## src/logic/pet_map.svh

```systemverilog
/*
  Register map, field positions, reset values and timing counts of the
  thermal, enable and discharge register group.
  Assumes it is included by bare name wherever a number is needed.
*/
`ifndef PET_MAP_SVH
`define PET_MAP_SVH

// ********************************************************************
// Register offsets
// ********************************************************************
`define PET_OFS_ENABLE 8'h08
`define PET_OFS_DISCHARGE 8'h09
`define PET_OFS_STATUS 8'h0A
`define PET_OFS_FLAGS 8'h0B
`define PET_OFS_MASK 8'h0C

// ********************************************************************
// Field positions
// ********************************************************************
`define PET_RAIL_COUNT 6
`define PET_EN_SLEEP_BIT 6
`define PET_EN_VSEL_BIT 7
`define PET_PD_KEEP_BIT 7
`define PET_TH_WARN_BIT 0
`define PET_TH_SHUT_BIT 1

// ********************************************************************
// Reset values and writable bits
// ********************************************************************
`define PET_RST_ENABLE 8'h8F
`define PET_RST_DISCHARGE 8'h3F
`define PET_RST_MASK 8'h03
`define PET_WMASK_DISCHARGE 8'hBF
`define PET_WMASK_MASK 8'h03

// ********************************************************************
// Timing counts
// ********************************************************************
`define PET_STARTUP_CYCLES 4

`endif

```

## src/logic/pet_pkg.sv

```systemverilog
/*
  Types shared by the register group: power state and register byte.
  Assumes nothing of its surroundings.
*/
`default_nettype none

package pet_pkg;
  typedef enum logic [1:0] {
    PET_STANDBY = 2'b00,
    PET_STARTUP = 2'b01,
    PET_IDLE = 2'b10,
    PET_SHUTDOWN = 2'b11
  } pet_power_e;

  typedef logic [7:0] pet_byte_t;
endpackage : pet_pkg

`default_nettype wire

```

## src/logic/pet_therm_if.sv

```systemverilog
/*
  Carrier for synchronised temperature indications and thermal event flags
  between the synchroniser, the flag latch and the register core.
  Assumes all three parties run on the same clock.
*/
`timescale 1ns/100ps
`default_nettype none

interface pet_therm_if;
  logic warn_hot;
  logic shut_hot;
  logic restart_hot;
  logic warn_flag;
  logic shut_flag;
  logic flag_read;

  modport sync_side (output warn_hot, output shut_hot, output restart_hot);
  modport flag_side (input warn_hot, input shut_hot, input flag_read, output warn_flag, output shut_flag);
  modport core_side (input warn_hot, input shut_hot, input restart_hot, input warn_flag, input shut_flag,
                     output flag_read);
endinterface : pet_therm_if

`default_nettype wire

```

## src/logic/pet_event_flags.sv

```systemverilog
/*
  Latched thermal event flags, set on each upward threshold crossing and
  cleared by a read of the flag register.
  Assumes flag_read is a one-cycle pulse per register read.
*/
`timescale 1ns/100ps
`default_nettype none

module pet_event_flags (
  input wire logic sys_clk_in,
  input wire logic arst_n_in,
  pet_therm_if.flag_side tif
);
  logic warn_prev;
  logic shut_prev;

  always_ff @(posedge sys_clk_in or negedge arst_n_in) begin
    if (!arst_n_in) begin
      warn_prev <= 1'b0;
      shut_prev <= 1'b0;
    end else begin
      warn_prev <= tif.warn_hot;
      shut_prev <= tif.shut_hot;
    end
  end

  // set on crossing, read clears
  // A crossing in the clearing cycle wins over the read
  always_ff @(posedge sys_clk_in or negedge arst_n_in) begin
    if (!arst_n_in) begin
      tif.warn_flag <= 1'b0;
    end else if (tif.warn_hot && !warn_prev) begin
      tif.warn_flag <= 1'b1;
    end else if (tif.flag_read) begin
      tif.warn_flag <= 1'b0;
    end
  end

  // set on crossing, read clears
  always_ff @(posedge sys_clk_in or negedge arst_n_in) begin
    if (!arst_n_in) begin
      tif.shut_flag <= 1'b0;
    end else if (tif.shut_hot && !shut_prev) begin
      tif.shut_flag <= 1'b1;
    end else if (tif.flag_read) begin
      tif.shut_flag <= 1'b0;
    end
  end
endmodule : pet_event_flags

`default_nettype wire

```

## src/logic/pet_regs.sv

```systemverilog
/*
  Enable, discharge, thermal status, thermal flag and mask registers of the
  power manager, with the power state sequencing they steer.
  Assumes a serial register front end that presents one decoded byte access
  per strobe, and comparators that give over-threshold levels.
  The comparators are synchronised inside, so they may switch at any time.
*/
// Function
// standby enable bits choose next power-up rails
// idle enable bits switch rails immediately
// host clears enable of no-start rails
// sleep bit rules unless pin control
// voltage bit picks code unless pin
// discharge bits switch each rail pulldown
// cooled with enable high restarts power-up
// restart keeps or reloads registers
// status shows thermal shutdown state
// status shows warning threshold level
// flag register latches shutdown event
// flag register latches warning event
// shutdown mask blocks its interrupt
// warning mask blocks its interrupt
// warning drives interrupt low, sets bits
// shutdown threshold forces emergency shutdown
// no power-up above restart threshold; the code checks it only on leaving shutdown, not on power-up from standby
// logic runs from the single clock
// thresholds arrive as synchronised levels
// interrupt low while unmasked flag set
`timescale 1ns/100ps
`default_nettype none

`include "pet_map.svh"

module pet_regs #(
  parameter int STARTUP_CYCLES = `PET_STARTUP_CYCLES
) (
  // Clock and reset
  input wire logic sys_clk_in,
  input wire logic arst_n_in,
  // Register access from the serial front end
  input wire logic [7:0] reg_addr_in,
  input wire logic [7:0] reg_wdata_in,
  input wire logic reg_wr_in,
  input wire logic reg_rd_in,
  output pet_pkg::pet_byte_t reg_rdata_out,
  output logic reg_rvalid_out,
  // Device pins and external control selects
  input wire logic en_pin_in,
  input wire logic dvs_pin_in,
  input wire logic pin_low_power_ctrl_in,
  input wire logic pin_voltage_ctrl_in,
  // Temperature comparators
  input wire logic temp_above_warn_in,
  input wire logic temp_above_shut_in,
  input wire logic temp_above_restart_in,
  // Regulator controls
  output logic [`PET_RAIL_COUNT-1:0] rail_on_out,
  output logic [`PET_RAIL_COUNT-1:0] rail_discharge_out,
  output logic low_power_out,
  output logic converter_code_a_sel_out,
  output pet_pkg::pet_power_e power_state_out,
  // Open-drain interrupt pin
  output logic irq_n_out,
  output logic irq_n_oe_out
);
  import pet_pkg::*;

  // ******************************************************************
  // Declarations
  // ******************************************************************
  pet_therm_if tif ();

  pet_byte_t output_enable_control;
  pet_byte_t output_discharge_control;
  pet_byte_t thermal_event_mask;
  pet_power_e power_state;
  pet_power_e next_power_state;
  logic [7:0] startup_count;
  logic reload_defaults;
  logic wr_enable;
  logic wr_discharge;
  logic wr_mask;
  logic thermal_restart_keep_regs;
  logic soft_low_power;
  logic soft_voltage_select;
  logic thermal_shutdown_flag_block;
  logic thermal_warning_flag_block;
  logic irq_active;
  logic restart_ok;

  localparam logic [7:0] STARTUP_LOAD = 8'(STARTUP_CYCLES - 1);

  // Access decode, shared by the write and read paths
  function automatic logic hit(input logic [7:0] addr, input logic [7:0] ofs);
    hit = (addr == ofs);
  endfunction : hit

  // ******************************************************************
  // Thermal indications and flags
  // ******************************************************************
  // comparator levels are synchronised
  pet_therm_sync u_sync (
    .sys_clk_in(sys_clk_in),
    .arst_n_in(arst_n_in),
    .raw_in({temp_above_restart_in, temp_above_shut_in, temp_above_warn_in}),
    .tif(tif.sync_side)
  );

  pet_event_flags u_flags (
    .sys_clk_in(sys_clk_in),
    .arst_n_in(arst_n_in),
    .tif(tif.flag_side)
  );

  // reading the flag register clears
  assign tif.flag_read = reg_rd_in && hit(reg_addr_in, `PET_OFS_FLAGS);

  // ******************************************************************
  // Field aliases
  // ******************************************************************
  assign soft_low_power = output_enable_control[`PET_EN_SLEEP_BIT];
  assign soft_voltage_select = output_enable_control[`PET_EN_VSEL_BIT];
  assign thermal_restart_keep_regs = output_discharge_control[`PET_PD_KEEP_BIT];
  assign thermal_shutdown_flag_block = thermal_event_mask[`PET_TH_SHUT_BIT];
  assign thermal_warning_flag_block = thermal_event_mask[`PET_TH_WARN_BIT];

  assign wr_enable = reg_wr_in && hit(reg_addr_in, `PET_OFS_ENABLE);
  assign wr_discharge = reg_wr_in && hit(reg_addr_in, `PET_OFS_DISCHARGE);
  assign wr_mask = reg_wr_in && hit(reg_addr_in, `PET_OFS_MASK);

  // ******************************************************************
  // Power state sequencing
  // ******************************************************************
  // cooled below the restart level only
  assign restart_ok = !tif.shut_hot && !tif.restart_hot;

  // Shutdown wins over every other request, from any state
  always_comb begin
    next_power_state = power_state;
    unique case (power_state)
      PET_STANDBY: begin
        if (tif.shut_hot) begin
          next_power_state = PET_SHUTDOWN;
        end else if (en_pin_in) begin
          next_power_state = PET_STARTUP;
        end
      end
      PET_STARTUP: begin
        if (tif.shut_hot) begin
          next_power_state = PET_SHUTDOWN;
        end else if (!en_pin_in) begin
          next_power_state = PET_STANDBY;
        end else if (startup_count == 8'h00) begin
          next_power_state = PET_IDLE;
        end
      end
      PET_IDLE: begin
        // emergency shutdown of all rails
        if (tif.shut_hot) begin
          next_power_state = PET_SHUTDOWN;
        end else if (!en_pin_in) begin
          next_power_state = PET_STANDBY;
        end
      end
      PET_SHUTDOWN: begin
        // automatic restart when cool
        if (restart_ok && en_pin_in) begin
          next_power_state = PET_STARTUP;
        end else if (restart_ok) begin
          next_power_state = PET_STANDBY;
        end
      end
    endcase
  end

  // reload defaults before restart
  assign reload_defaults = (power_state == PET_SHUTDOWN) && (next_power_state == PET_STARTUP)
                           && !thermal_restart_keep_regs;

  always_ff @(posedge sys_clk_in or negedge arst_n_in) begin
    if (!arst_n_in) begin
      power_state <= PET_STANDBY;
    end else begin
      power_state <= next_power_state;
    end
  end

  // Fixed dwell in start-up of STARTUP_CYCLES cycles for all rails together
  always_ff @(posedge sys_clk_in or negedge arst_n_in) begin
    if (!arst_n_in) begin
      startup_count <= 8'h00;
    end else if (power_state != PET_STARTUP) begin
      startup_count <= STARTUP_LOAD;
    end else if (startup_count != 8'h00) begin
      startup_count <= startup_count - 8'h01;
    end
  end

  // ******************************************************************
  // Writable registers
  // ******************************************************************
  // staged bits only, rails untouched
  // A host write in the reload cycle is lost; the reload wins
  always_ff @(posedge sys_clk_in or negedge arst_n_in) begin
    if (!arst_n_in) begin
      output_enable_control <= `PET_RST_ENABLE;
    end else if (reload_defaults) begin
      output_enable_control <= `PET_RST_ENABLE;
    end else if (wr_enable) begin
      output_enable_control <= reg_wdata_in;
    end
  end

  // Bit 6 has no function and reads as zero
  always_ff @(posedge sys_clk_in or negedge arst_n_in) begin
    if (!arst_n_in) begin
      output_discharge_control <= `PET_RST_DISCHARGE;
    end else if (reload_defaults) begin
      output_discharge_control <= `PET_RST_DISCHARGE;
    end else if (wr_discharge) begin
      output_discharge_control <= reg_wdata_in & `PET_WMASK_DISCHARGE;
    end
  end

  always_ff @(posedge sys_clk_in or negedge arst_n_in) begin
    if (!arst_n_in) begin
      thermal_event_mask <= `PET_RST_MASK;
    end else if (reload_defaults) begin
      thermal_event_mask <= `PET_RST_MASK;
    end else if (wr_mask) begin
      thermal_event_mask <= reg_wdata_in & `PET_WMASK_MASK;
    end
  end

  // ******************************************************************
  // Register read path
  // ******************************************************************
  // Read valid follows each strobe by one edge
  always_ff @(posedge sys_clk_in or negedge arst_n_in) begin
    if (!arst_n_in) begin
      reg_rvalid_out <= 1'b0;
    end else begin
      reg_rvalid_out <= reg_rd_in;
    end
  end

  // Read-only and unmapped offsets ignore writes; unmapped reads give zero
  always_ff @(posedge sys_clk_in or negedge arst_n_in) begin
    if (!arst_n_in) begin
      reg_rdata_out <= 8'h00;
    end else begin
      if (reg_rd_in) begin
        unique case (reg_addr_in)
          `PET_OFS_ENABLE: reg_rdata_out <= output_enable_control;
          `PET_OFS_DISCHARGE: reg_rdata_out <= output_discharge_control;
          // shutdown bit from power state
          // warning bit follows the level
          `PET_OFS_STATUS: reg_rdata_out <= {6'h00, power_state == PET_SHUTDOWN, tif.warn_hot};
          // latched warning bit readable
          `PET_OFS_FLAGS: reg_rdata_out <= {6'h00, tif.shut_flag, tif.warn_flag};
          `PET_OFS_MASK: reg_rdata_out <= thermal_event_mask;
          default: reg_rdata_out <= 8'h00;
        endcase
      end
    end
  end

  // ******************************************************************
  // Regulator control outputs
  // ******************************************************************
  // idle follows enable bits at once
  // Standby, start-up dwell and shutdown hold every rail off
  always_ff @(posedge sys_clk_in or negedge arst_n_in) begin
    if (!arst_n_in) begin
      rail_on_out <= '0;
    end else if (next_power_state == PET_IDLE) begin
      rail_on_out <= output_enable_control[`PET_RAIL_COUNT-1:0];
    end else begin
      rail_on_out <= '0;
    end
  end

  // pulldown bits per rail
  always_ff @(posedge sys_clk_in or negedge arst_n_in) begin
    if (!arst_n_in) begin
      rail_discharge_out <= '0;
    end else begin
      rail_discharge_out <= output_discharge_control[`PET_RAIL_COUNT-1:0];
    end
  end

  // pin control overrides the sleep bit
  // Both selects share one pin, so a low pin gives sleep and code b together
  always_ff @(posedge sys_clk_in or negedge arst_n_in) begin
    if (!arst_n_in) begin
      low_power_out <= 1'b0;
    end else begin
      low_power_out <= pin_low_power_ctrl_in ? !dvs_pin_in : soft_low_power;
    end
  end

  // pin control overrides voltage select
  always_ff @(posedge sys_clk_in or negedge arst_n_in) begin
    if (!arst_n_in) begin
      converter_code_a_sel_out <= 1'b0;
    end else begin
      converter_code_a_sel_out <= pin_voltage_ctrl_in ? dvs_pin_in : soft_voltage_select;
    end
  end

  // Registered twin of the state, so the pins never see decode glitches
  always_ff @(posedge sys_clk_in or negedge arst_n_in) begin
    if (!arst_n_in) begin
      power_state_out <= PET_STANDBY;
    end else begin
      power_state_out <= next_power_state;
    end
  end

  // ******************************************************************
  // Interrupt pin
  // ******************************************************************
  // shutdown mask gates the line
  // warning mask gates the line
  // Flags latch even while masked, so unmasking later pulls the line low
  assign irq_active = (tif.shut_flag && !thermal_shutdown_flag_block)
                      || (tif.warn_flag && !thermal_warning_flag_block);

  // line low while unmasked flag
  // one clock drives all state
  // Open drain: the pin is only ever pulled low, never driven high
  always_ff @(posedge sys_clk_in or negedge arst_n_in) begin
    if (!arst_n_in) begin
      irq_n_oe_out <= 1'b0;
      irq_n_out <= 1'b1;
    end else begin
      irq_n_oe_out <= irq_active;
      irq_n_out <= !irq_active;
    end
  end
endmodule : pet_regs

`default_nettype wire

```

## src/logic/pet_therm_sync.sv

```systemverilog
/*
  Two-stage synchronisers for the three temperature comparator levels.
  Assumes the comparators switch freely with respect to sys_clk_in.
*/
`timescale 1ns/100ps
`default_nettype none

module pet_therm_sync (
  input wire logic sys_clk_in,
  input wire logic arst_n_in,
  input wire logic [2:0] raw_in,
  pet_therm_if.sync_side tif
);
  logic [2:0] stage_a;
  logic [2:0] stage_b;

  // The first stage feeds only the second
  always_ff @(posedge sys_clk_in or negedge arst_n_in) begin
    if (!arst_n_in) begin
      stage_a <= 3'h0;
      stage_b <= 3'h0;
    end else begin
      stage_a <= raw_in;
      stage_b <= stage_a;
    end
  end

  assign tif.warn_hot = stage_b[0];
  assign tif.shut_hot = stage_b[1];
  assign tif.restart_hot = stage_b[2];
endmodule : pet_therm_sync

`default_nettype wire

```

## config.mk

```make
export PLATFORM = sky130hd
export DESIGN_NAME = pet_regs
export DESIGN_NICKNAME = d
export VERILOG_FILES = /design/src/logic/pet_pkg.sv /design/src/logic/pet_therm_if.sv /design/src/logic/pet_event_flags.sv /design/src/logic/pet_regs.sv /design/src/logic/pet_therm_sync.sv
export VERILOG_INCLUDE_DIRS = /design/src /design/src/logic
export SDC_FILE = /design/constraint.sdc
export NUM_CORES = 1
export LEC_CHECK = 0
export ABC_CLOCK_PERIOD_IN_PS = 2390
export BUFFER_PORTS_ARGS = -buffer_cell sky130_fd_sc_hd__buf_2
export CORE_ASPECT_RATIO = 1.5
export CORE_UTILIZATION = 53
export CTS_CLUSTER_DIAMETER = 150
export DETAILED_ROUTE_END_ITERATION = 12
export GPL_TIMING_DRIVEN = 0
export HOLD_SLACK_MARGIN = 0.12
export PLACE_DENSITY_LB_ADDON = 0.2
export REMOVE_ABC_BUFFERS = 1
export SLEW_MARGIN = 20
export SYNTH_ARGS = -nofsm -noshare
export SYNTH_HDL_FRONTEND = slang
export SYNTH_SLANG_ARGS = --single-unit
export TNS_END_PERCENT = 10
```

## constraint.sdc

```tcl
create_clock -name sys_clk_in -period 2.39 [get_ports sys_clk_in]
set_input_delay 0 -clock sys_clk_in [delete_from_list [all_inputs] [get_ports sys_clk_in]]
set_output_delay 0 -clock sys_clk_in [all_outputs]
set_load 0.05 [all_outputs]
```

; ---- Yosys cells after proc, flatten, opt, wreduce, memory -nomap -nowiden
; Index checks and enable logic that the tools add are counted.
[op_classes]
n_addsub = 1
n_mux = 25
reduce_logical = 31
eq_ne = 11
[op_table]
columns = op, n
row1 = 2-to-1 mux 8 bit, 8
row2 = "equality test 8 x 4 -> 1 bit, second input constant", 5
row3 = one-hot mux 8 bit (5 select lines), 1
row4 = 2-to-1 mux 2 bit, 9
row5 = logical AND 1 bit, 12
row6 = nonzero test 2 bit, 6
row7 = zero test 1 bit, 9
row8 = zero test 8 bit, 1
row9 = one-hot mux 2 bit (4 select lines), 1
row10 = nonzero test 8 bit, 1
row11 = "subtractor 8 x 1 -> 8 bit, second input constant", 1
row12 = "equality test 2 bit, second input constant", 3
row13 = 2-to-1 mux 6 bit, 1
row14 = 2-to-1 mux 1 bit, 5
row15 = "equality test 2 x 1 -> 1 bit, second input constant", 2
row16 = zero test 2 bit, 1
row17 = "inequality test 2 x 1 -> 1 bit, second input constant", 1
row18 = logical OR 1 bit, 1
[word_totals]
output_inout_bits = 27
ff_bits = 69

; ---- Longest topological paths before layout
; Gate-level depths: netlist of the first run.
[depth]
ltp_word = 9
depth_mapped = 6
ltp_nobuf = 6

; ---- Cells and area by module
; From an unflattened synthesis of the first run, not the netlist that was laid out.
[hier_totals]
cells_unflattened = 237
area_unflattened_um2 = 2683.8
[modules_own_cells]
columns = mod, cells_per_inst, n_inst, area_per_inst_um2
row1 = pet_regs, 221, 1, 2399.8
row2 = pet_therm_sync, 6, 1, 150.1
row3 = pet_event_flags, 10, 1, 133.9

; ---- Worst setup path before layout of the first run
; Ideal clock, no wire load.
[synth_timing]
path_type = register -> register
from = register, netlist name power_state_out[1]
to = register output_discharge_control[0]
t_arrival_ps = 1808
setup_time_ps = 73
path_buffers = 1
t_required_ps = 2317
stages_incl_launch_ff = 6
path_slack_ps = 509
cell_sequence = dfrtp_1 > nand2_1 > nor4_2 > clkbuf_1 > nor2_1 > a21oi_1
[synth_lines]
columns = item, line_no
row1 = to (signal assigned), pet_regs.sv:217  ; output_discharge_control <= `PET_RST_DISCHARGE;
row2 = to (signal assigned), pet_regs.sv:219  ; output_discharge_control <= `PET_RST_DISCHARGE;
row3 = to (signal assigned), pet_regs.sv:221  ; output_discharge_control <= reg_wdata_in & `PET_WMASK_DISCHARGE;
row4 = to (decl), pet_regs.sv:74  ; pet_byte_t output_discharge_control;

; ---- Worst setup path in the final report of the first run
[layout_timing]
from = input port reg_addr_in[4]
to = register u_flags.tif.warn_flag
[layout_between]
elab_chain_cells = 3
[layout_lines]
columns = item, line_no
row1 = from (decl), pet_regs.sv:41  ; input wire logic [7:0] reg_addr_in,
row2 = equality test 8 x 4 -> 1 bit, pet_regs.sv:95  ; hit = (addr == ofs);
row3 = logical AND 1 bit, pet_regs.sv:116  ; assign tif.flag_read = reg_rd_in && hit(reg_addr_in, `PET_OFS_FLAGS);
row4 = nonzero test 2 bit (no line), -
row5 = to (signal assigned), pet_event_flags.sv:31  ; tif.warn_flag <= 1'b0;
row6 = to (signal assigned), pet_event_flags.sv:33  ; tif.warn_flag <= 1'b1;
row7 = to (signal assigned), pet_event_flags.sv:35  ; tif.warn_flag <= 1'b0;
row8 = to (decl), pet_therm_if.sv:18  ; modport flag_side (input warn_hot, input shut_hot, input flag_read, output warn_flag, output shut_flag);
; Every way passes these cells.
; A chain may end at the register's enable or synchronous reset.

==> impl_metrics.env, run 1 <==
export IMPL_outcome="finished, final reports clean"
export IMPL_cp_common_cell="dlygate4sd3_1"
export IMPL_cp_start_kind="input pin"
export IMPL_cp_arrival_ns=2.33
export IMPL_clock_latency_ns=0.33
export IMPL_setup_viol=0
export IMPL_power_total_w=0.00238
export IMPL_synth_top_family_by_area="simple AND/OR/NAND/NOR gates"
export IMPL_seq_area_um2=1570
export IMPL_ys_types=43
export IMPL_cts_buffers=9
export IMPL_worstPathCellList="dlygate4sd3_1, buf_2, nor4_1, dlygate4sd3_1, nand3_1, or2_1, a22o_1"
export IMPL_maxCapViolCount=0
export IMPL_ant_nets=0
export IMPL_timing_fmax_mhz=473
export IMPL_ys_ff_latch=62
export IMPL_drc=0
export IMPL_num_vias=1938
export IMPL_post_cts_buffers=0
export IMPL_grt_pass1_wl_mm=8.84
export IMPL_gp_congestion=0.798
export IMPL_drv_slew=0
export IMPL_synthCells=222
export IMPL_tightest_slew_ns=0.878
export IMPL_cp_end_kind="register"
export IMPL_p_leak_nw=1.55
export IMPL_slowest_delay_ns=0.61
export IMPL_max_slew_margin=0.410
export IMPL_synth_xor_area_frac=0.0137
export IMPL_routed_wirelength_mm=5.38
export IMPL_finalCritPeriodShare=0.885
export IMPL_drtIter0Drc=75
export IMPL_fillers=343
export IMPL_grt_usage=0.238
export IMPL_grt_pass1_vias=1890
export IMPL_synth_edf_count=0
export IMPL_cp_required_ns=2.61
export IMPL_routed_wl_met3_um=191
export IMPL_met1_length_mm=2.35
export IMPL_cts_sinks=62
export IMPL_start_util=0.558
export IMPL_ir_drop_mv=0.562
export IMPL_powerDensity_nw_per_um2=712
export IMPL_routedWlPerCell_um=14.5
export IMPL_hold_violations=0
export IMPL_area_delta_synth_final_pct=30.8
export IMPL_die_area_um2=5110
export IMPL_dp_hpwl_mm=3.51
export IMPL_antenna_found_initial=0
export IMPL_finClkSkew_ns=0.00576
export IMPL_p_comb_frac=0.109
export IMPL_drive_gt1_frac=0.289
export IMPL_swShare=0.239
export IMPL_ys_flop_type="dfrtp_1"
export IMPL_p_seq_frac=0.475
export IMPL_synth_simple_gate_area_share=0.174
export IMPL_synthMuxAreaShare=0.0828
export IMPL_via_per_inst=5.21
export IMPL_clk_path_buf_depth=2
export IMPL_switchingPower_w=0.000569
export IMPL_fp_dieH_um=87.0
export IMPL_tns_ns=0
export IMPL_syn_area_um2=2550
export IMPL_grt_max_degree=63
export IMPL_cts_tree="done"
export IMPL_ys_seq_area_frac=0.614
export IMPL_power_frac_clock=0.417
export IMPL_io_buffers=53
export IMPL_cpMaxStageDelayCell="dlygate4sd3_1"
export IMPL_hold_class="input pin to register"
export IMPL_worstSetupPathType="input pin to register"
export IMPL_synthArstFlopShare=1.00
export IMPL_fin_crit_ns=2.12
export IMPL_die_x_um=58.7
export IMPL_fin_nets=331
export IMPL_root_buffer="clkbuf_8"
export IMPL_overflow=0
export IMPL_synth_compound_area_share=0.0759
export IMPL_core_region_area_um2=4580
export IMPL_met2_length_mm=2.78
export IMPL_synthAdderAreaFrac=0.00490
export IMPL_pin_count=54
export IMPL_yosys_warnings=0
export IMPL_rsz0062_at_grt="no"
export IMPL_power_internal_w=0.00181
export IMPL_htree_levels=3
export IMPL_drt_pass1_iterations=4
export IMPL_avgSynthCellArea_um2=11.5
export IMPL_highest_layer="met4"
export IMPL_num_antenna_cells=0
export IMPL_path_max_fanout=3
export IMPL_multiInputGateArea_um2=913
export IMPL_path_clk_slew_ns=0.07
export IMPL_rows=30
## cell usage after synthesis, types with 2 or more instances
cell	n	area share
a21oi_1	9	0.018
a22o_1	2	0.0069
a2bb2oi_1	2	0.0069
and2_1	6	0.015
clkbuf_1	5	0.0074
dfrtp_1	48	0.47
dfstp_2	14	0.14
inv_1	17	0.025
mux2i_1	20	0.078
nand2_1	17	0.025
nand2b_1	3	0.0074
nand3_1	2	0.0039
nand3b_1	2	0.0059
nand4_1	3	0.0074
nor2_1	18	0.026
nor2_2	3	0.0074
nor2b_1	7	0.017
nor3_1	8	0.016
o21ai_1	2	0.0039
o22ai_1	8	0.020
or4b_1	2	0.0078
xnor2_1	2	0.0069
xor2_1	2	0.0069
## routing by layer
| metal | vias to the layer above | GRT usage |
|---|---|---|
| li1 | 922 | - |
| met1 | 967 | 0.308 |
| met2 | 43 | 0.387 |
| met3 | 6 | 0.0505 |
| met4 | 0 | 0.0974 |
| met5 | - | 0 |
## what timing repair did
item | 4_1_cts | 5_1_grt
setup endpoints to repair | 0 | 6
resized for setup | 0 | 1
hold buffers | 23 | 0
hold endpoints to repair | 81 | 0
## power groups by stage
stage | registers, W | clock network [W] | logic, W
after floorplan | 0.00120 | 0 | 0.0000747
after global placement | 0.00115 | 0 | 0.000224
after detailed placement | 0.00115 | 0 | 0.000229
after CTS | 0.00113 | 0.00101 | 0.000259
after global routing | 0.00113 | 0.00105 | 0.000283
final | 0.00113 | 0.000992 | 0.000258
## flip-flops by register name, summed over array words and instances, names as in the netlist, 2 cells and up
signal,flops
output_enable_control,8
reg_rdata_out,8
startup_count,8
output_discharge_control,7
rail_discharge_out,6
rail_on_out,6
u_sync.stage_a,3
u_sync.stage_b,3
power_state_out,2
thermal_event_mask,2
## critical path, delay by kind of cell
kind                   cells  cell delay [ns]
buffers and inverters      3             1.29
AND/OR/NAND/NOR            3             0.86
AO/OA/AOI/OAI              1             0.18
## cell usage in the layout (no fill, tap or decap), types with 3 or more instances in the layout
cell | Yosys | final
nor3_1 | 8 | 8
clkbuf_8 | 0 | 10
dfrtp_1 | 48 | 48
nor2b_1 | 7 | 7
nand2b_1 | 3 | 3
inv_1 | 17 | 17
a21oi_1 | 9 | 9
nand2_1 | 17 | 17
nand4_1 | 3 | 3
dlygate4sd3_1 | 0 | 23
mux2i_1 | 20 | 20
nor2_2 | 3 | 3
nor2_1 | 18 | 18
o22ai_1 | 8 | 8
and2_1 | 6 | 6
buf_2 | 0 | 52
dfstp_2 | 14 | 14
## through the flow
stage	cells	util	setup WS, ns	instance area (µm²)	hold WS [ns]
after CTS	372	0.728	0.0520	3330	0.143
after detailed placement	333	0.631	0.0542	2890	0.112
after global routing	372	0.729	0.103	3340	0.152
final	372	0.729	0.274	3340	0.149
after floorplan	216	-	0.380	2530	-0.296
after global placement	333	0.628	0.0571	2880	0.113
## area by class of cell
type                            count  area share
Multi-Input combinational cell    137       0.274
Tap cell                           64      0.0240
Timing Repair Buffer               76       0.149
Clock inverter                      4      0.0210
Sequential cell                    62       0.470
Clock buffer                       12      0.0435
Inverter                           17      0.0191
## path summary, 6_finish.rpt
| check | start | end | slack (ns) | cells past startpoint |
|---|---|---|---|---|
| setup / recovery | reg_addr_in[4] | u_flags.tif.warn_flag | 0.27 | 7 |
| max in group asynchronous | arst_n_in | startup_count[0] | 1.61 | 2 |
| hold / removal | reg_addr_in[0] | reg_rdata_out[6] | 0.15 | 2 |
| hold reg to reg | u_sync.stage_a[2] | u_sync.stage_b[2] | 0.35 | 0 |
| min in group asynchronous | arst_n_in | rail_on_out[0] | 0.28 | 2 |
| setup reg to reg | startup_count[0] | rail_on_out[4] | 0.29 | 6 |
## cell families after synthesis
logic type	Yosys count
XOR/XNOR	4
flip-flops	62
multiplexers	21
buffers and inverters	23
AND/OR/NAND/NOR	81
adder cells (fa/ha/maj)	1
AO/OA/AOI/OAI	30
No activity file was read; power rests on OpenSTA's default activity.
==> run 2, diff against run 1 <==
- ABC_CLOCK_PERIOD_IN_PS: 2390 -> 2700
- BUFFER_PORTS_ARGS: -buffer_cell sky130_fd_sc_hd__buf_2 -> not set
- CORE_UTILIZATION: 53 -> 60
- DONT_BUFFER_PORTS: not set -> 1
- clock period: 2.39 -> 2.7 ns (I/O delays scaled with it)
==> impl_metrics.env, run 2 (same netlist as run 1, synthesis figures left out) <==
export IMPL_clk_path_buf_depth=2
export IMPL_cts_tree="done"
export IMPL_drive_gt1_frac=0.139
export IMPL_hold_violations=0
export IMPL_routed_wirelength_mm=5.63
export IMPL_switchingPower_w=0.000491
export IMPL_tns_ns=0
export IMPL_grt_pass1_wl_mm=9.37
export IMPL_num_antenna_cells=0
export IMPL_swShare=0.239
export IMPL_post_cts_buffers=0
export IMPL_clock_latency_ns=0.33
export IMPL_fin_crit_ns=2.56
export IMPL_hold_class="input pin to register"
export IMPL_power_internal_w=0.00156
export IMPL_pin_count=54
export IMPL_gp_congestion=0.857
export IMPL_maxCapViolCount=0
export IMPL_core_region_area_um2=3990
export IMPL_cts_resized=0
export IMPL_fin_util=0.792
export IMPL_fp_dieH_um=81.9
export IMPL_die_area_um2=4530
export IMPL_num_vias=1848
export IMPL_worstSetupPathType="input pin to register"
export IMPL_cp_required_ns=2.93
export IMPL_p_comb_frac=0.075
export IMPL_powerDensity_nw_per_um2=649
export IMPL_finClkSkew_ns=0.00768
export IMPL_ant_nets=0
export IMPL_outcome="finished, final reports clean"
export IMPL_hold_buffers=33
export IMPL_power_frac_clock=0.409
export IMPL_r2r_setup_slack_ns=0.26
export IMPL_grt_pass1_vias=1973
export IMPL_dp_hpwl_mm=3.52
export IMPL_cp_end_kind="register"
export IMPL_overflow=0
export IMPL_drt_pass1_iterations=4
export IMPL_p_leak_nw=1.40
export IMPL_area_delta_synth_final_pct=23.8
export IMPL_rows=28
export IMPL_cp_arrival_ns=2.79
export IMPL_path_max_fanout=13
export IMPL_tightest_slew_ns=0.811
export IMPL_path_clk_slew_ns=0.07
export IMPL_drtIter0Drc=76
export IMPL_cts_sinks=62
export IMPL_antenna_found_initial=0
export IMPL_start_util=0.639
export IMPL_setup_viol=0
export IMPL_cp_start_kind="input pin"
export IMPL_layout_common_cells="48 x dfrtp_1, 32 x dlygate4sd3_1, 20 x mux2i_1, 18 x nor2_1"
export IMPL_drv_slew=0
export IMPL_timing_fmax_mhz=391
export IMPL_io_buffers=0
export IMPL_fin_nets=289
export IMPL_routedWlPerCell_um=18.1
export IMPL_reg_top3="output_enable_control (8), reg_rdata_out (8), startup_count (8)"
export IMPL_root_buffer="clkbuf_8"
export IMPL_final_common_cell="dfrtp_1"
export IMPL_die_x_um=55.3
export IMPL_via_per_inst=5.94
export IMPL_cts_buffers=9
export IMPL_drc=0
export IMPL_max_slew_margin=0.451
export IMPL_p_seq_frac=0.516
export IMPL_htree_levels=3
export IMPL_rsz0062_at_grt="no"
export IMPL_finalCritPeriodShare=0.947
export IMPL_ir_drop_mv=0.646
export IMPL_grt_max_degree=63
export IMPL_grt_usage=0.280
run 2: cell count changes in the layout (fill, tap and decap cells not counted):
cell / previous run / this run
buf_2: 52 / 0
dlygate4sd3_1: 23 / 32
buf_16: 0 / 1
buf_4: 1 / 0
buf_6: 0 / 1
clkbuf_8: 10 / 9
clkinv_2: 2 / 3
nor4b_1: 0 / 1
nor4b_2: 1 / 0
run 2: final timing paths:
kind,depth (start not counted),startpoint,end
max,6,reg_addr_in[0],output_enable_control[0]
min,4,reg_addr_in[0],u_flags.tif.warn_flag
max reg2reg,6,startup_count[0],rail_on_out[0]
min reg2reg,0,u_sync.stage_a[0],u_sync.stage_b[0]
max in group asynchronous,2,arst_n_in,thermal_event_mask[0]
min in group asynchronous,2,arst_n_in,startup_count[7]
run 2: final cells by class:
type / instances / area [µm²]
multi-input combinational: 137 / 907
sequential: 62 / 1570
clock inverter: 5 / 75.1
timing repair buffer: 34 / 359
fill: 245 / 832
clock buffer: 11 / 131
tap: 45 / 56.3
inverter: 17 / 63.8
run 2: power groups by stage:
stage          combinational [W]  sequential, W  clock [W]
6_report                0.000153        0.00106   0.000840
5_1_grt                 0.000170        0.00106   0.000904
2_1_floorplan          0.0000661        0.00107          0
4_1_cts                 0.000150        0.00106   0.000859
3_5_place_dp           0.0000833        0.00108          0
3_3_place_gp           0.0000749        0.00107          0
run 2: layer usage:
layer / wire (µm) / up-vias / GRT usage
met4: 126 / 0 / 0.140
met5: 0 / - / 0
met2: 3070 / 60 / 0.483
met1: 2150 / 926 / 0.324
met3: 281 / 15 / 0.0740
li1: - / 847 / -
run 2: worst max-delay path: stages:
cell and delay (ns):
dlygate4sd3_1 0.79, or4b_1 0.67, nor3_4 0.46, mux2i_1 0.23, dlygate4sd3_1 0.56, nand2_1 0.07
run 2: stage by stage:
step	hold slack [ns]	power, W	instance area, µm²	worst slack (ns)	instances
floorplan	-0.296	0.00113	2530	0.690	216
global placement	-0.294	0.00115	2590	0.221	261
detailed placement	-0.294	0.00116	2610	0.348	262
CTS	0.133	0.00207	3160	0.188	311
global route	0.165	0.00214	3160	0.0394	311
finish	0.161	0.00205	3160	0.142	311
==> run 3, diff against run 2 <==
- CORE_UTILIZATION: 60 -> 40
- MAX_ROUTING_LAYER: not set -> met4
==> impl_metrics.env, run 3 (same netlist as run 1, synthesis figures left out) <==
export IMPL_cts_sinks=62
export IMPL_setup_viol=0
export IMPL_rsz0062_at_grt="no"
export IMPL_drv_slew=0
export IMPL_grt_pass1_vias=1895
export IMPL_tightest_slew_ns=0.681
export IMPL_area_delta_synth_final_pct=26.3
export IMPL_reg2reg_depth=6
export IMPL_fin_nets=294
export IMPL_htree_levels=3
export IMPL_drt_pass1_iterations=4
export IMPL_fin_util=0.522
export IMPL_worstSetupPathType="input pin to register"
export IMPL_drive_gt1_frac=0.148
export IMPL_setup_ws_ns=0.279
export IMPL_num_antenna_cells=0
export IMPL_io_buffers=0
export IMPL_path_clk_slew_ns=0.06
export IMPL_cp_arrival_ns=2.68
export IMPL_place_ws_ns=0.239
export IMPL_routed_wirelength_mm=5.60
export IMPL_fp_dieH_um=99.9
export IMPL_fin_cells=345
export IMPL_clock_latency_ns=0.34
export IMPL_cts_buffers=9
export IMPL_powerDensity_nw_per_um2=613
export IMPL_clk_path_buf_depth=2
export IMPL_cp_start_kind="input pin"
export IMPL_p_leak_nw=1.42
export IMPL_pin_count=54
export IMPL_outcome="finished, final reports clean"
export IMPL_finClkSkew_ns=0.00539
export IMPL_cp_end_kind="register"
export IMPL_grt_pass1_wl_mm=9.18
export IMPL_hold_violations=0
export IMPL_ir_drop_mv=0.324
export IMPL_via_per_inst=5.13
export IMPL_start_util=0.414
export IMPL_final_common_cell="dfrtp_1"
export IMPL_gp_congestion=0.782
export IMPL_dp_hpwl_mm=3.56
export IMPL_rows=35
export IMPL_hold_class="input pin to register"
export IMPL_drc=0
export IMPL_antenna_found_initial=0
export IMPL_grt_max_degree=63
export IMPL_routedWlPerCell_um=16.2
export IMPL_finalCritPeriodShare=0.897
export IMPL_seq_area_um2=1570
export IMPL_max_slew_margin=0.540
export IMPL_timing_fmax_mhz=413
export IMPL_multiInputGateArea_um2=907
export IMPL_cp_required_ns=2.96
export IMPL_cts_resized=0
export IMPL_ant_nets=0
export IMPL_tns_ns=0
export IMPL_path_max_fanout=13
export IMPL_die_area_um2=6710
export IMPL_overflow=0
export IMPL_drtIter0Drc=58
export IMPL_cts_tree="done"
export IMPL_fillers=559
export IMPL_grt_usage=0.199
export IMPL_place_inst=291
export IMPL_num_vias=1770
export IMPL_root_buffer="clkbuf_8"
export IMPL_fin_crit_ns=2.42
export IMPL_hold_path_depth=4
export IMPL_layout_common_cells="48 x dfrtp_1, 34 x dlygate4sd3_1, 20 x mux2i_1, 18 x nor2_1"
export IMPL_die_x_um=67.2
export IMPL_core_region_area_um2=6170
export IMPL_maxCapViolCount=0
export IMPL_reg_top3="output_enable_control (8), reg_rdata_out (8), startup_count (8)"
## run 3: changes by cell type in the layout (fill, tap and decap cells not counted)
cell / previous run / this run
buf_4: 0 / 3
dlygate4sd3_1: 32 / 34
buf_12: 0 / 1
buf_6: 1 / 0
bufinv_16: 2 / 1
clkinv_2: 3 / 4
## run 3: metrics by stage
| step | power (W) | hold slack [ns] | instance area, µm² |
|---|---|---|---|
| after floorplan | 0.00113 | -0.296 | 2530 |
| after global placement | 0.00115 | -0.294 | 2620 |
| after detailed placement | 0.00116 | -0.294 | 2640 |
| after CTS | 0.00200 | 0.125 | 3190 |
| after global routing | 0.00207 | 0.153 | 3220 |
| final | 0.00198 | 0.145 | 3220 |
## run 3: path summary, 6_finish.rpt
check	from	endpoint	slack, ns
max	reg_addr_in[0]	thermal_event_mask[0]	0.28
min	reg_addr_in[0]	u_flags.tif.shut_flag	0.14
min in group asynchronous	arst_n_in	rail_on_out[3]	0.18
max in group asynchronous	arst_n_in	output_discharge_control[1]	2.20
max reg2reg	startup_count[0]	rail_on_out[1]	0.32
min reg2reg	u_sync.stage_a[1]	u_sync.stage_b[1]	0.35
## run 3: timing repair
item / in CTS / in global routing
buffers inserted: 0 / 3
setup endpoints to repair: 0 / 1
hold buffers: 35 / 0
hold endpoints to repair: 97 / 0
## run 3: area by class of cell
| type | count | area share |
|---|---|---|
| flip-flops and latches | 62 | 0.487 |
| clock buffers | 11 | 0.0407 |
| well taps | 74 | 0.0287 |
| repair buffers | 39 | 0.127 |
| clock inverters | 5 | 0.0155 |
| inverters | 17 | 0.0198 |
| multi-input cells | 137 | 0.281 |
## run 3: worst max-delay path: stages
cell and delay, ns:
dlygate4sd3_1 0.80, or4b_1 0.67, or3_1 0.40, mux2i_1 0.18, dlygate4sd3_1 0.57, nand2_1 0.05
## run 3: layer usage
layer	up-vias	part of all wire	GRT usage
li1	849	-	-
met1	867	0.40	0.212
met2	42	0.53	0.324
met3	12	0.042	0.0636
met4	0	0.025	0.0998
met5	-	0	-
## run 3: where the power goes
part	internal [W]	leakage [nW]	total [W]	switching [W]
sequential	0.000974	0.734	0.00106	0.0000848
combinational	0.0000744	0.587	0.000150	0.0000751
clock	0.000420	0.0968	0.000767	0.000347
total	0.00147	1.42	0.00198	0.000507
